**config.mk**
```make
export PLATFORM = sky130hd
export DESIGN_NAME = fram_write_protect_status
export DESIGN_NICKNAME = d
export VERILOG_FILES = /design/src/rtl/fwp_pkg.sv /design/src/rtl/fram_write_protect_status.sv
export SDC_FILE = /design/constraint.sdc
export NUM_CORES = 1
export LEC_CHECK = 0
export BUFFER_PORTS_ARGS = -buffer_cell sky130_fd_sc_hd__buf_2
export CAP_MARGIN = 20
export CORE_ASPECT_RATIO = 1.4
export CORE_MARGIN = 2
export CORE_UTILIZATION = 45
export CTS_BUF_LIST = sky130_fd_sc_hd__clkbuf_16
export CTS_CLUSTER_SIZE = 16
export DETAILED_ROUTE_END_ITERATION = 8
export PLACE_DENSITY = 0.73
export RECOVER_POWER = 100
export SLEW_MARGIN = 20
export SYNTH_ARGS = -nofsm -noshare
export SYNTH_HDL_FRONTEND = slang
export SYNTH_SLANG_ARGS = --single-unit
```
**constraint.sdc**
```tcl
create_clock -name core_clk -period 4.3 [get_ports core_clk]
set_input_delay 0.645 -clock core_clk [delete_from_list [all_inputs] [get_ports core_clk]]
set_output_delay 0.645 -clock core_clk [all_outputs]
set_load 0.02 [all_outputs]
```
**src/rtl/fwp_pkg.sv**
```systemverilog
// Constants and carrier types for the write-protect and status block
package fwp_pkg;
  // Opcodes
  localparam logic [7:0] WRITE_ENABLE_CMD = 8'h06;
  localparam logic [7:0] WRITE_DISABLE_CMD = 8'h04;
  localparam logic [7:0] STATUS_WRITE_CMD = 8'h01;
  localparam logic [7:0] SPECIAL_SECTOR_WRITE_CMD = 8'h42;
  localparam logic [7:0] ANY_REGISTER_WRITE_CMD = 8'h71;
  localparam logic [7:0] SERIAL_NUMBER_WRITE_CMD = 8'hc2;
  localparam logic [7:0] STATUS1_READ_CMD = 8'h05;
  localparam logic [7:0] STATUS2_READ_CMD = 8'h07;
  localparam logic [7:0] ANY_REGISTER_READ_CMD = 8'h65;
  localparam logic [7:0] CRC_SUSPEND_CMD = 8'hb0;
  localparam logic [7:0] CRC_RESUME_CMD = 8'h30;
  localparam logic [7:0] RESET_ARM_CMD = 8'h66;
  localparam logic [7:0] RESET_GO_CMD = 8'h99;
  localparam logic [7:0] MEM_WRITE_CMD = 8'h02;
  localparam logic [7:0] CRC_CALC_CMD = 8'h5b;
  // Register addresses for the any-register commands
  localparam logic [23:0] STATUS1_NV_ADDR = 24'h000000;
  localparam logic [23:0] STATUS1_V_ADDR = 24'h070000;
  localparam logic [23:0] STATUS2_NV_ADDR = 24'h000001;
  localparam logic [23:0] STATUS2_V_ADDR = 24'h070001;
  // Field positions and reset values
  localparam int SWD_BIT = 7;
  localparam int TB_BIT = 5;
  localparam int BP_MSB = 4;
  localparam int BP_LSB = 2;
  localparam int LATCH_BIT = 1;
  localparam int BUSY_BIT = 0;
  localparam int SUSP_BIT = 4;
  localparam int ABRT_BIT = 3;
  localparam logic [7:0] STATUS1_RESET = 8'h00;
  localparam logic [7:0] STATUS2_RESET = 8'h00;
  // Array geometry and CRC span
  localparam logic [18:0] ARRAY_SIZE = 19'h40000;
  localparam logic [18:0] BLOCK_UNIT = 19'h01000;
  localparam logic [24:0] CRC_MIN_SPAN = 25'h0000003;
  localparam logic [2:0] ADDR_BYTES = 3'h3;
  localparam logic [2:0] CRC_ADDR_BYTES = 3'h6;
  // Pin sampler lanes and idle levels
  localparam int PIN_CS = 0;
  localparam int PIN_SCK = 1;
  localparam int PIN_SI = 2;
  localparam int PIN_WP = 3;
  localparam logic [3:0] PIN_IDLE = 4'h9;
  // Read selection
  localparam logic [1:0] SEL_NONE = 2'h0;
  localparam logic [1:0] SEL_S1 = 2'h1;
  localparam logic [1:0] SEL_S2 = 2'h2;

  typedef enum logic [3:0] {
    PH_CMD = 4'b0001,
    PH_ADDR = 4'b0010,
    PH_DATA = 4'b0100,
    PH_SKIP = 4'b1000
  } phase_t;

  typedef struct packed {
    logic [17:0] addr;
    logic [7:0] data;
  } mem_wr_t;

  typedef struct packed {
    logic [23:0] first;
    logic [23:0] last;
  } crc_req_t;

  typedef struct packed {
    phase_t phase;
    logic [2:0] bit_cnt;
    logic [7:0] shift;
    logic [7:0] opcode;
    logic [23:0] addr;
    logic [23:0] end_addr;
    logic [2:0] addr_cnt;
    logic op_valid;
    logic data_seen;
    logic status_write_disable;
    logic top_bottom_select;
    logic [2:0] block_protect;
    logic write_enable_latch;
    logic busy_flag;
    logic crc_suspended_flag;
    logic crc_aborted_flag;
    logic rst_armed;
    logic [1:0] rd_sel;
    logic [7:0] tx;
    logic [2:0] tx_bit;
    logic so;
    logic so_oe;
    logic mem_wr_en;
    mem_wr_t mem_wr;
    logic crc_start;
    logic crc_hold;
    crc_req_t crc_req;
  } ctl_t;

  localparam ctl_t CTL_RESET = '{phase: PH_CMD, default: '0};
endpackage

```
**src/rtl/fram_write_protect_status.sv**
```systemverilog
// Serial command front end with write protection and status registers
`timescale 1ns/1ps
module fram_write_protect_status (
  input wire logic core_clk,
  input wire logic rst_n,
  input wire logic cs_n,
  input wire logic sck,
  input wire logic si,
  input wire logic wp_n,
  input wire logic crc_done,
  output logic so,
  output logic so_oe,
  output logic mem_wr_en,
  output fwp_pkg::mem_wr_t mem_wr,
  output logic crc_start,
  output fwp_pkg::crc_req_t crc_req,
  output logic crc_hold
);
  // ***************************************************
  // Helper functions
  // ***************************************************
  // Range size doubles with each code step from 001 upward; 111 covers everything
  function automatic logic is_protected(input logic [2:0] bp,
                                        input logic tb,
                                        input logic [17:0] a);
    logic [18:0] size;
    size = 19'h0;
    if (bp == 3'h7) begin
      size = fwp_pkg::ARRAY_SIZE;
    end else if (bp != 3'h0) begin
      size = 19'(fwp_pkg::BLOCK_UNIT << (bp - 3'h1));
    end
    if (tb) begin
      return {1'b0, a} < size;
    end
    return {1'b0, a} >= (fwp_pkg::ARRAY_SIZE - size);
  endfunction

  function automatic logic busy_ok(input logic [7:0] op);
    return op == fwp_pkg::STATUS1_READ_CMD ||
           op == fwp_pkg::STATUS2_READ_CMD ||
           op == fwp_pkg::ANY_REGISTER_READ_CMD ||
           op == fwp_pkg::CRC_SUSPEND_CMD ||
           op == fwp_pkg::RESET_ARM_CMD ||
           op == fwp_pkg::RESET_GO_CMD;
  endfunction

  function automatic logic clears_wel(input logic [7:0] op);
    return op == fwp_pkg::WRITE_DISABLE_CMD ||
           op == fwp_pkg::STATUS_WRITE_CMD ||
           op == fwp_pkg::SPECIAL_SECTOR_WRITE_CMD ||
           op == fwp_pkg::ANY_REGISTER_WRITE_CMD ||
           op == fwp_pkg::SERIAL_NUMBER_WRITE_CMD;
  endfunction

  function automatic logic [2:0] addr_len(input logic [7:0] op);
    if (op == fwp_pkg::CRC_CALC_CMD) begin
      return fwp_pkg::CRC_ADDR_BYTES;
    end
    if (op == fwp_pkg::MEM_WRITE_CMD ||
        op == fwp_pkg::ANY_REGISTER_READ_CMD ||
        op == fwp_pkg::ANY_REGISTER_WRITE_CMD ||
        op == fwp_pkg::SPECIAL_SECTOR_WRITE_CMD) begin
      return fwp_pkg::ADDR_BYTES;
    end
    return 3'h0;
  endfunction

  // Either address of a status register selects it
  function automatic logic [1:0] reg_sel(input logic [23:0] a);
    if (a == fwp_pkg::STATUS1_NV_ADDR || a == fwp_pkg::STATUS1_V_ADDR) begin
      return fwp_pkg::SEL_S1;
    end
    if (a == fwp_pkg::STATUS2_NV_ADDR || a == fwp_pkg::STATUS2_V_ADDR) begin
      return fwp_pkg::SEL_S2;
    end
    return fwp_pkg::SEL_NONE;
  endfunction

  // ***************************************************
  // Pin sampling
  // ***************************************************
  logic [3:0] sy1, sy2, sy3, lvl, lvl_old, next_lvl;

  // A lane takes a new level only once stages two and three agree
  always_comb begin
    next_lvl = ((sy2 ~^ sy3) & sy3) | ((sy2 ^ sy3) & lvl);
  end

  always_ff @(posedge core_clk or negedge rst_n) begin
    if (!rst_n) begin
      sy1 <= fwp_pkg::PIN_IDLE;
      sy2 <= fwp_pkg::PIN_IDLE;
      sy3 <= fwp_pkg::PIN_IDLE;
      lvl <= fwp_pkg::PIN_IDLE;
      lvl_old <= fwp_pkg::PIN_IDLE;
    end else begin
      sy1 <= {wp_n, si, sck, cs_n};
      sy2 <= sy1;
      sy3 <= sy2;
      lvl <= next_lvl;
      lvl_old <= lvl;
    end
  end

  // ***************************************************
  // Command engine
  // ***************************************************
  fwp_pkg::ctl_t s, n;
  logic sck_rise, sck_fall, cs_rise, cs_high, lock, fin, byte_done;
  logic [7:0] in_byte, stat1_byte, stat2_byte, tx_b;

  // Edge events on the agreed levels
  assign cs_high = lvl[fwp_pkg::PIN_CS];
  assign cs_rise = cs_high & ~lvl_old[fwp_pkg::PIN_CS];
  assign sck_rise = lvl[fwp_pkg::PIN_SCK] & ~lvl_old[fwp_pkg::PIN_SCK];
  assign sck_fall = ~lvl[fwp_pkg::PIN_SCK] & lvl_old[fwp_pkg::PIN_SCK];
  assign lock = s.status_write_disable & ~lvl[fwp_pkg::PIN_WP];
  assign fin = cs_rise & s.op_valid;
  assign in_byte = {s.shift[6:0], lvl[fwp_pkg::PIN_SI]};
  assign byte_done = sck_rise & ~cs_high & (s.bit_cnt == 3'h7);

  // Only the live copy exists here, so reads always see it
  always_comb begin
    stat1_byte = fwp_pkg::STATUS1_RESET;
    stat1_byte[fwp_pkg::SWD_BIT] = s.status_write_disable;
    stat1_byte[fwp_pkg::TB_BIT] = s.top_bottom_select;
    stat1_byte[fwp_pkg::BP_MSB:fwp_pkg::BP_LSB] = s.block_protect;
    stat1_byte[fwp_pkg::LATCH_BIT] = s.write_enable_latch;
    stat1_byte[fwp_pkg::BUSY_BIT] = s.busy_flag;
    stat2_byte = fwp_pkg::STATUS2_RESET;
    stat2_byte[fwp_pkg::SUSP_BIT] = s.crc_suspended_flag;
    stat2_byte[fwp_pkg::ABRT_BIT] = s.crc_aborted_flag;
  end

  // Next state; later statements win, so every set beats a clear
  always_comb begin
    n = s;
    tx_b = 8'h00;
    n.mem_wr_en = 1'b0;
    n.crc_start = 1'b0;
    if (crc_done && s.busy_flag) begin
      n.busy_flag = 1'b0;
    end
    if (sck_rise && !cs_high) begin
      n.bit_cnt = s.bit_cnt + 3'h1;
      n.shift = in_byte;
    end
    if (byte_done) begin
      unique case (s.phase)
        fwp_pkg::PH_CMD: begin
          n.opcode = in_byte;
          n.addr_cnt = 3'h0;
          n.data_seen = 1'b0;
          if (s.busy_flag && !busy_ok(in_byte)) begin
            n.phase = fwp_pkg::PH_SKIP;
          end else begin
            n.op_valid = 1'b1;
            n.phase = (addr_len(in_byte) == 3'h0) ? fwp_pkg::PH_DATA
                                                   : fwp_pkg::PH_ADDR;
            if (in_byte == fwp_pkg::STATUS1_READ_CMD) begin
              n.rd_sel = fwp_pkg::SEL_S1;
            end else if (in_byte == fwp_pkg::STATUS2_READ_CMD) begin
              n.rd_sel = fwp_pkg::SEL_S2;
            end
          end
        end
        fwp_pkg::PH_ADDR: begin
          if (s.addr_cnt < fwp_pkg::ADDR_BYTES) begin
            n.addr = {s.addr[15:0], in_byte};
          end else begin
            n.end_addr = {s.end_addr[15:0], in_byte};
          end
          n.addr_cnt = s.addr_cnt + 3'h1;
          if (n.addr_cnt == addr_len(s.opcode)) begin
            n.phase = fwp_pkg::PH_DATA;
          end
          // Unmapped register reads select nothing, so no data is shifted out
          if (s.opcode == fwp_pkg::ANY_REGISTER_READ_CMD) begin
            n.rd_sel = reg_sel(n.addr);
          end
        end
        fwp_pkg::PH_DATA: begin
          // Refused bytes are dropped with no trace
          if (s.opcode == fwp_pkg::MEM_WRITE_CMD) begin
            if (s.write_enable_latch &&
                !is_protected(s.block_protect, s.top_bottom_select,
                              s.addr[17:0])) begin
              n.mem_wr_en = 1'b1;
              n.mem_wr = '{addr: s.addr[17:0], data: in_byte};
            end
            n.addr = s.addr + 24'h1;
          end
          // Only the first data byte of a register write counts
          if (!s.data_seen && s.write_enable_latch && !lock &&
              (s.opcode == fwp_pkg::STATUS_WRITE_CMD ||
               (s.opcode == fwp_pkg::ANY_REGISTER_WRITE_CMD &&
                reg_sel(s.addr) == fwp_pkg::SEL_S1))) begin
            n.status_write_disable = in_byte[fwp_pkg::SWD_BIT];
            n.top_bottom_select = in_byte[fwp_pkg::TB_BIT];
            n.block_protect = in_byte[fwp_pkg::BP_MSB:fwp_pkg::BP_LSB];
          end
          n.data_seen = 1'b1;
        end
        fwp_pkg::PH_SKIP: begin
          n.phase = fwp_pkg::PH_SKIP;
        end
      endcase
    end
    // Byte boundary reloads the live register so polling tracks it
    if (sck_fall && !cs_high && s.rd_sel != fwp_pkg::SEL_NONE) begin
      if (s.tx_bit != 3'h0) begin
        tx_b = s.tx;
      end else if (s.rd_sel == fwp_pkg::SEL_S1) begin
        tx_b = stat1_byte;
      end else begin
        tx_b = stat2_byte;
      end
      n.so = tx_b[7];
      n.tx = {tx_b[6:0], 1'b0};
      n.tx_bit = s.tx_bit + 3'h1;
      n.so_oe = 1'b1;
    end
    // Commands execute on deselect
    if (fin) begin
      if (clears_wel(s.opcode)) begin
        n.write_enable_latch = 1'b0;
      end
      if (s.opcode == fwp_pkg::WRITE_ENABLE_CMD) begin
        n.write_enable_latch = 1'b1;
      end
      n.rst_armed = (s.opcode == fwp_pkg::RESET_ARM_CMD);
      if (s.opcode == fwp_pkg::CRC_SUSPEND_CMD && s.busy_flag) begin
        n.crc_suspended_flag = 1'b1;
        n.busy_flag = 1'b0;
        n.crc_hold = 1'b1;
      end
      if (s.opcode == fwp_pkg::CRC_RESUME_CMD && s.crc_suspended_flag) begin
        n.crc_suspended_flag = 1'b0;
        n.busy_flag = 1'b1;
        n.crc_hold = 1'b0;
      end
      if (s.opcode == fwp_pkg::CRC_CALC_CMD &&
          s.addr_cnt == fwp_pkg::CRC_ADDR_BYTES) begin
        if ({1'b0, s.end_addr} < {1'b0, s.addr} + fwp_pkg::CRC_MIN_SPAN)
        begin
          n.crc_aborted_flag = 1'b1;
        end else begin
          n.crc_aborted_flag = 1'b0;
          n.busy_flag = 1'b1;
          n.crc_start = 1'b1;
          n.crc_req = '{first: s.addr, last: s.end_addr};
        end
      end
      // Software reset; protect settings are kept
      if (s.opcode == fwp_pkg::RESET_GO_CMD && s.rst_armed) begin
        n.write_enable_latch = 1'b0;
        n.busy_flag = 1'b0;
        n.crc_suspended_flag = 1'b0;
        n.crc_aborted_flag = 1'b0;
        n.crc_hold = 1'b0;
        n.rst_armed = 1'b0;
      end
    end
    if (cs_high) begin
      n.phase = fwp_pkg::PH_CMD;
      n.bit_cnt = 3'h0;
      n.op_valid = 1'b0;
      n.rd_sel = fwp_pkg::SEL_NONE;
      n.tx_bit = 3'h0;
      n.so_oe = 1'b0;
    end
  end

  // Power-on and pin reset clear all volatile state
  always_ff @(posedge core_clk or negedge rst_n) begin
    if (!rst_n) begin
      s <= fwp_pkg::CTL_RESET;
    end else begin
      s <= n;
    end
  end

  assign so = s.so;
  assign so_oe = s.so_oe;
  assign mem_wr_en = s.mem_wr_en;
  assign mem_wr = s.mem_wr;
  assign crc_start = s.crc_start;
  assign crc_req = s.crc_req;
  assign crc_hold = s.crc_hold;
endmodule

```
; After elaboration in Yosys (flattened, before gate mapping)
; Index checks and enable logic that the tools add are counted.
; Widths: inputs -> output; s select.
[totals]
ff_bits = 195
latchBits = 0
mem_bits_rw = 0
mem_bits_ro = 0
inputBits = 7
out_inout_bits = 79
wordCells = 305
mem_count = 0
[classes]
add_sub_neg = 7
n_mul = 0
div = 0
magnitude_cmp = 4
eq_ne = 45
shifts = 1
mux = 124
bitwise = 19
n_reduce_logical = 71
[op_table]
columns = operator, count
row1 = $mux 27, 4
row2 = $eq 24x19->1 const B, 4
row3 = $mux 24, 4
row4 = $mux 48, 2
row5 = $mux 19, 5
row6 = $eq 8x7->1 const B, 10
row7 = $mux 1, 57
row8 = $mux 50, 1
row9 = $eq 24x1->1 const B, 2
row10 = $logic_not 24->1, 2
row11 = $pmux 24 s2, 1
row12 = $mux 3, 15
row13 = $eq 8x8->1 const B, 5
row14 = $mux 2, 18
row15 = $eq 8x3->1 const B, 4
row16 = $add 24x2->25 const B, 1
row17 = $lt 24x25->1, 1
row18 = $add 24x1->24 const B, 1
row19 = $logic_or 1x1->1, 20
row20 = $mux 5, 4
row21 = $ge 18x19->1, 1
row22 = $lt 18x19->1, 1
row23 = $shl 13x3->19 const A, 1
row24 = $sub 19x19->19 const A, 1
row25 = other kinds (40), 106

; Longest topological paths before layout
[depth]
word_depth = 26
ltp_mapped = 17
depth_no_buf = 14

; Least setup slack after synthesis
; No wires, ideal clock.
[synth_timing]
kind = register to register
from = register s[131] (netlist bit)
to = register s, in the netlist crc_req[23]
setup_time_ns = 0.125
t_arrival_ns = 3.626
required_ns = 4.175
setup_slack_ns = 0.550
path_stages_with_launch = 18
path_buffers = 3
period_less_slack_ns = 3.750
cell_sequence = dfrtp_1 clkbuf_1 inv_1 ha_1 or3b_1 nor2_1 and3_1 nand3_1 xor2_1 ha_1 a21oi_1 o21ai_0 a22oi_1 nand4_1 nand3_1 buf_4 buf_6 mux2_2
[synth_between]
elab_chain_len = 4
[synth_lines]
columns = element, line_no
row1 = start: declaration, fram_write_protect_status.sv:109  ; fwp_pkg::ctl_t s, n;
row2 = start signal: assignment, fram_write_protect_status.sv:278  ; s <= fwp_pkg::CTL_RESET;
row3 = start signal: assignment, fram_write_protect_status.sv:280  ; s <= n;
row4 = $add 24x2->25, fram_write_protect_status.sv:245  ; if ({1'b0, s.end_addr} < {1'b0, s.addr} + fwp_pkg::CRC_MIN_SPAN)
row5 = $lt 24x25->1, fram_write_protect_status.sv:245
row6 = $not 1->1 (no line), n/a
row7 = $reduce_and 3->1 (no line), n/a
; No other way between the ends.
; A chain may end at the register's enable or synchronous reset.

; Worst setup path in the final report
[layout_timing]
from = register s[159] (netlist bit)
to = register s[134] (netlist bit)
[layout_between]
elab_chain_len = 3
[layout_lines]
columns = element, line_no
row1 = $eq 8x2->1, fram_write_protect_status.sv:185  ; if (s.opcode == fwp_pkg::MEM_WRITE_CMD) begin
row2 = $ne 2x2->1 (no line), n/a
row3 = $reduce_and 3->1 (no line), n/a
; No other way between the ends.

==> impl_metrics.ini <==
[cts]
tritoncts_num_sinks = 194
worst_skew_pair.late_latency_ps = 440
cts-resized-gates = 0
tritoncts = built
cts_max_level = 4
cts.root.buffer_cell = sky130_fd_sc_hd__clkbuf_16
post_cts_buffers = 0
ctsHoldBuffers = 0
clk_transition_reported_paths_ps = 70
clockBufferDepth = 2
tritoncts.num_buffers = 17

[sta]
timing_hold_violations_final = 0
final.min_clock_period_ps = 3880
setup-tns-final_ps = 0
finalSetupViolations = 0
period_share_pct = 90.2
fin_skew_ps = 10.2
final.setup.worst_slack_ps = 421
grt_setup_unrepaired = no
maxSlewHeadroom_pct = -33.6
transition_time_at_the_pin_with_the_least_slew_margin_ps = 2000
slew_violations = 110
max_freq_mhz = 258

[setup_path]
worst_path_arrival_time_ps = 4210
cp_slowest_cell = sky130_fd_sc_hd__clkbuf_1
timing.critical_path.required_ps = 4630
worstPathCellList = nor4_1, a41o_1, and2_1, clkbuf_1, nand3_1, o221a_2
timing.rr.start = s[159]
startpoint_type = flop
regToRegEndpoint = s[134]
reg2reg_setup_slack_ps = 420
cp-endpoint = s[134]
cp_max_fo = 25
critical-path-max-stage-delay_ps = 880
reg2reg_depth = 6
end_kind = flop
crit_path_start = s[159]
crit_type = flop to flop

[finish]
final_cell_count_no_fill = 1303
layout-area-overhead-vs-synth_pct = 5.74
insertedDiodeCount = 0
multiInputGateArea_um2 = 4800
post_route_cells_drive_above_1_share_pct = 18.3
fill_cells = 2149
layout.area.seq_um2 = 4870
finalNetCount = 1038

[run_status]
outcome = complete, but fails checks
failed_checks = max-capacitance violations, max-slew violations

[placement]
dp.final_hpwl_um = 17500
detailedPlace.worstSlack_ps = 589
io_buffer_count = 85
post-place-cells = 1271
place.gp.congestion = 0.932

[yosys]
syn-instance-count = 989
ys_seq_area_share_pct = 46.1
post_syn_nets = 1043
synthDominantAreaCellType = sky130_fd_sc_hd__dfrtp_1
netlist.area_leader.share_pct = 43.6
syn_area_um2 = 10600
syn_avg_cell_area_um2 = 10.7
ys_types = 73
synth_seq_cells = 194
synth_enable_flop_cells = 0
postSynth.asyncResetShare_pct = 100
yosys-top-cells-area = sky130_fd_sc_hd__dfrtp_1 44%, sky130_fd_sc_hd__mux2_2 11%, sky130_fd_sc_hd__ha_1 5.6%
synth_flop_cell = sky130_fd_sc_hd__dfrtp_1
ys.warnings.count = 0

[die]
design.core.area_um2 = 23100
die_area_um2 = 24700
pin_count = 86
num_rows = 66
fp.dieH_um = 185
die_width_um = 134
floorplan.initialDensity_pct = 45.7

[drt]
drt-total-wl_um = 24700
num_vias = 7515
ant_nets = 0
drc = 0
detailedRoute.firstIterationViolations = 569
dr.pass1.iters = 5
avgViaCountPerCell = 5.77
routed_len_inst_um = 18.9

[pwr]
switchingPower_uw = 974
cellInternalPower_uw = 2690
seqPwrFrac_pct = 55.7
share_clk_of_total_power_pct = 39.9
swShare_pct = 26.6
worst_ir_drop_vdd_mv = 0.281
powerDensity_nw_per_um2 = 328
total_leakage_power_uw = 0.00515
combPwrFrac_pct = 4.4

[min_path]
min-delay-path-class = primary input to flop

[global_route]
number_of_antenna_violations_at_the_first_check_in_global_routing = 0
grt_max_degree = 103
all_layer_global_routing_usage_pct = 20.5
grt_pass1_wl_um = 39700
vias_in_the_first_global_route = 7339
globalRoute.totalOverflow = 0

[flow_run]
max-cap-violations = 2
-- kinds of logic after synthesis --
logic type / synth area share [%]
AO/OA/AOI/OAI: 10.1
buffers and inverters: 8.48
multiplexers: 13.3
XOR/XNOR: 2.40
AND/OR/NAND/NOR: 14.2
flip-flops: 46.1
adder cells (fa/ha/maj): 5.56
-- synth_stat cells, types with 3 or more instances --
library cell	number
sky130_fd_sc_hd__dfrtp_1	184
sky130_fd_sc_hd__mux2_2	102
sky130_fd_sc_hd__buf_4	76
sky130_fd_sc_hd__nand2_1	63
sky130_fd_sc_hd__a21oi_1	48
sky130_fd_sc_hd__o21ai_0	48
sky130_fd_sc_hd__ha_1	47
sky130_fd_sc_hd__nor2_1	45
sky130_fd_sc_hd__clkbuf_1	43
sky130_fd_sc_hd__nand3_1	32
sky130_fd_sc_hd__nand4_1	28
sky130_fd_sc_hd__mux2_1	19
sky130_fd_sc_hd__nor3_1	19
sky130_fd_sc_hd__inv_1	18
sky130_fd_sc_hd__xnor2_1	16
sky130_fd_sc_hd__o22ai_1	14
sky130_fd_sc_hd__xor2_1	13
sky130_fd_sc_hd__and3_1	12
sky130_fd_sc_hd__buf_2	11
sky130_fd_sc_hd__nor4_1	11
sky130_fd_sc_hd__a21o_1	10
sky130_fd_sc_hd__dfstp_2	10
sky130_fd_sc_hd__nor2b_1	9
sky130_fd_sc_hd__a22oi_1	8
sky130_fd_sc_hd__and4_1	8
sky130_fd_sc_hd__nand2b_1	7
sky130_fd_sc_hd__or3_1	6
sky130_fd_sc_hd__o211ai_1	5
sky130_fd_sc_hd__a211oi_1	4
sky130_fd_sc_hd__and2_1	4
sky130_fd_sc_hd__mux2i_1	4
sky130_fd_sc_hd__nor4b_1	4
sky130_fd_sc_hd__o221a_2	4
sky130_fd_sc_hd__a2bb2oi_1	3
sky130_fd_sc_hd__a41o_1	3
sky130_fd_sc_hd__buf_6	3
-- stage by stage --
step / power, uW / hold slack [ps] / utilization, % / instance area (um2)
2_1_floorplan: 2110 / 331 / - / 10600
3_3_place_gp: 2240 / 333 / 46.7 / 10800
3_5_place_dp: 2240 / 335 / 46.7 / 10800
4_1_cts: 3700 / 260 / 49.0 / 11300
5_1_grt: 3800 / 272 / 48.3 / 11200
6_report: 3670 / 296 / 48.3 / 11200
-- cell type report --
type | count | share of cell area, %
clock buffers | 17 | 3.81
clock inverters | 15 | 0.963
inverters | 18 | 0.605
multi-input cells | 642 | 43.0
flip-flops and latches | 194 | 43.6
well taps | 306 | 3.43
repair buffers | 111 | 4.68
-- how the worst min path moves through the flow --
stage,startpoint,endpoint,slack (ps),depth (start not counted)
floorplan,sy1[1],sy2[1],330,0
global placement,sy1[1],sy2[1],330,0
detailed placement,sy1[2],sy2[2],330,0
CTS,rst_n,mem_wr[3],260,1
global route,cs_n,sy1[0],270,1
finish,cs_n,sy1[0],300,1
-- layer usage --
metal	vias to the layer above	global-route usage, %	share of wire [%]
met4	0	11.3	4.6
met2	212	36.0	52
met5	-	0	0
li1	3499	-	-
met1	3727	23.8	40
met3	77	3.53	3.8
-- sequential cells by signal (all words and copies together), names as in the netlist, 2 cells and up --
| name | count |
|---|---|
| mem_wr | 26 |
| sy2 | 4 |
| lvl_old | 2 |
| lvl | 4 |
| crc_req | 48 |
| in_byte | 7 |
| sy3 | 4 |
| sy1 | 4 |
| s | 90 |
-- cells in the final DEF, fill, tap and decap left out, drive strengths merged, types with 3 or more instances in the layout --
cell type    n
a211oi       4
a21o        10
a21oi       48
a22oi        8
a2bb2oi      3
a41o         3
and2         4
and3        12
and4         8
buf         27
clkbuf     101
clkinv       9
dfrtp      184
dfstp       10
ha          47
inv         23
mux2       121
mux2i        4
nand2       63
nand2b       7
nand3       33
nand4       28
nor2        45
nor2b        9
nor3        20
nor4        12
nor4b        6
o211ai       5
o21ai       48
o221a        4
o22ai       14
or2          3
or3          6
or3b         3
or4b         3
xnor2       16
xor2        13
-- power groups by stage --
stage               Clock [uW]  Sequential [uW]  Combinational [uW]
detailed placement           0             2070                 169
finish                    1460             2040                 163
floorplan                    0             1930                 172
global route              1570             2050                 185
global placement             0             2070                 164
CTS                       1500             2040                 170
-- worst max-delay path, delay by kind of cell (launching register included) --
family | cells | cell delay [ps]
AO/OA/AOI/OAI | 2 | 770
buffers and inverters | 1 | 880
AND/OR/NAND/NOR | 3 | 1580
flip-flops | 1 | 510
No activity file was read; power rests on OpenSTA's default activity.
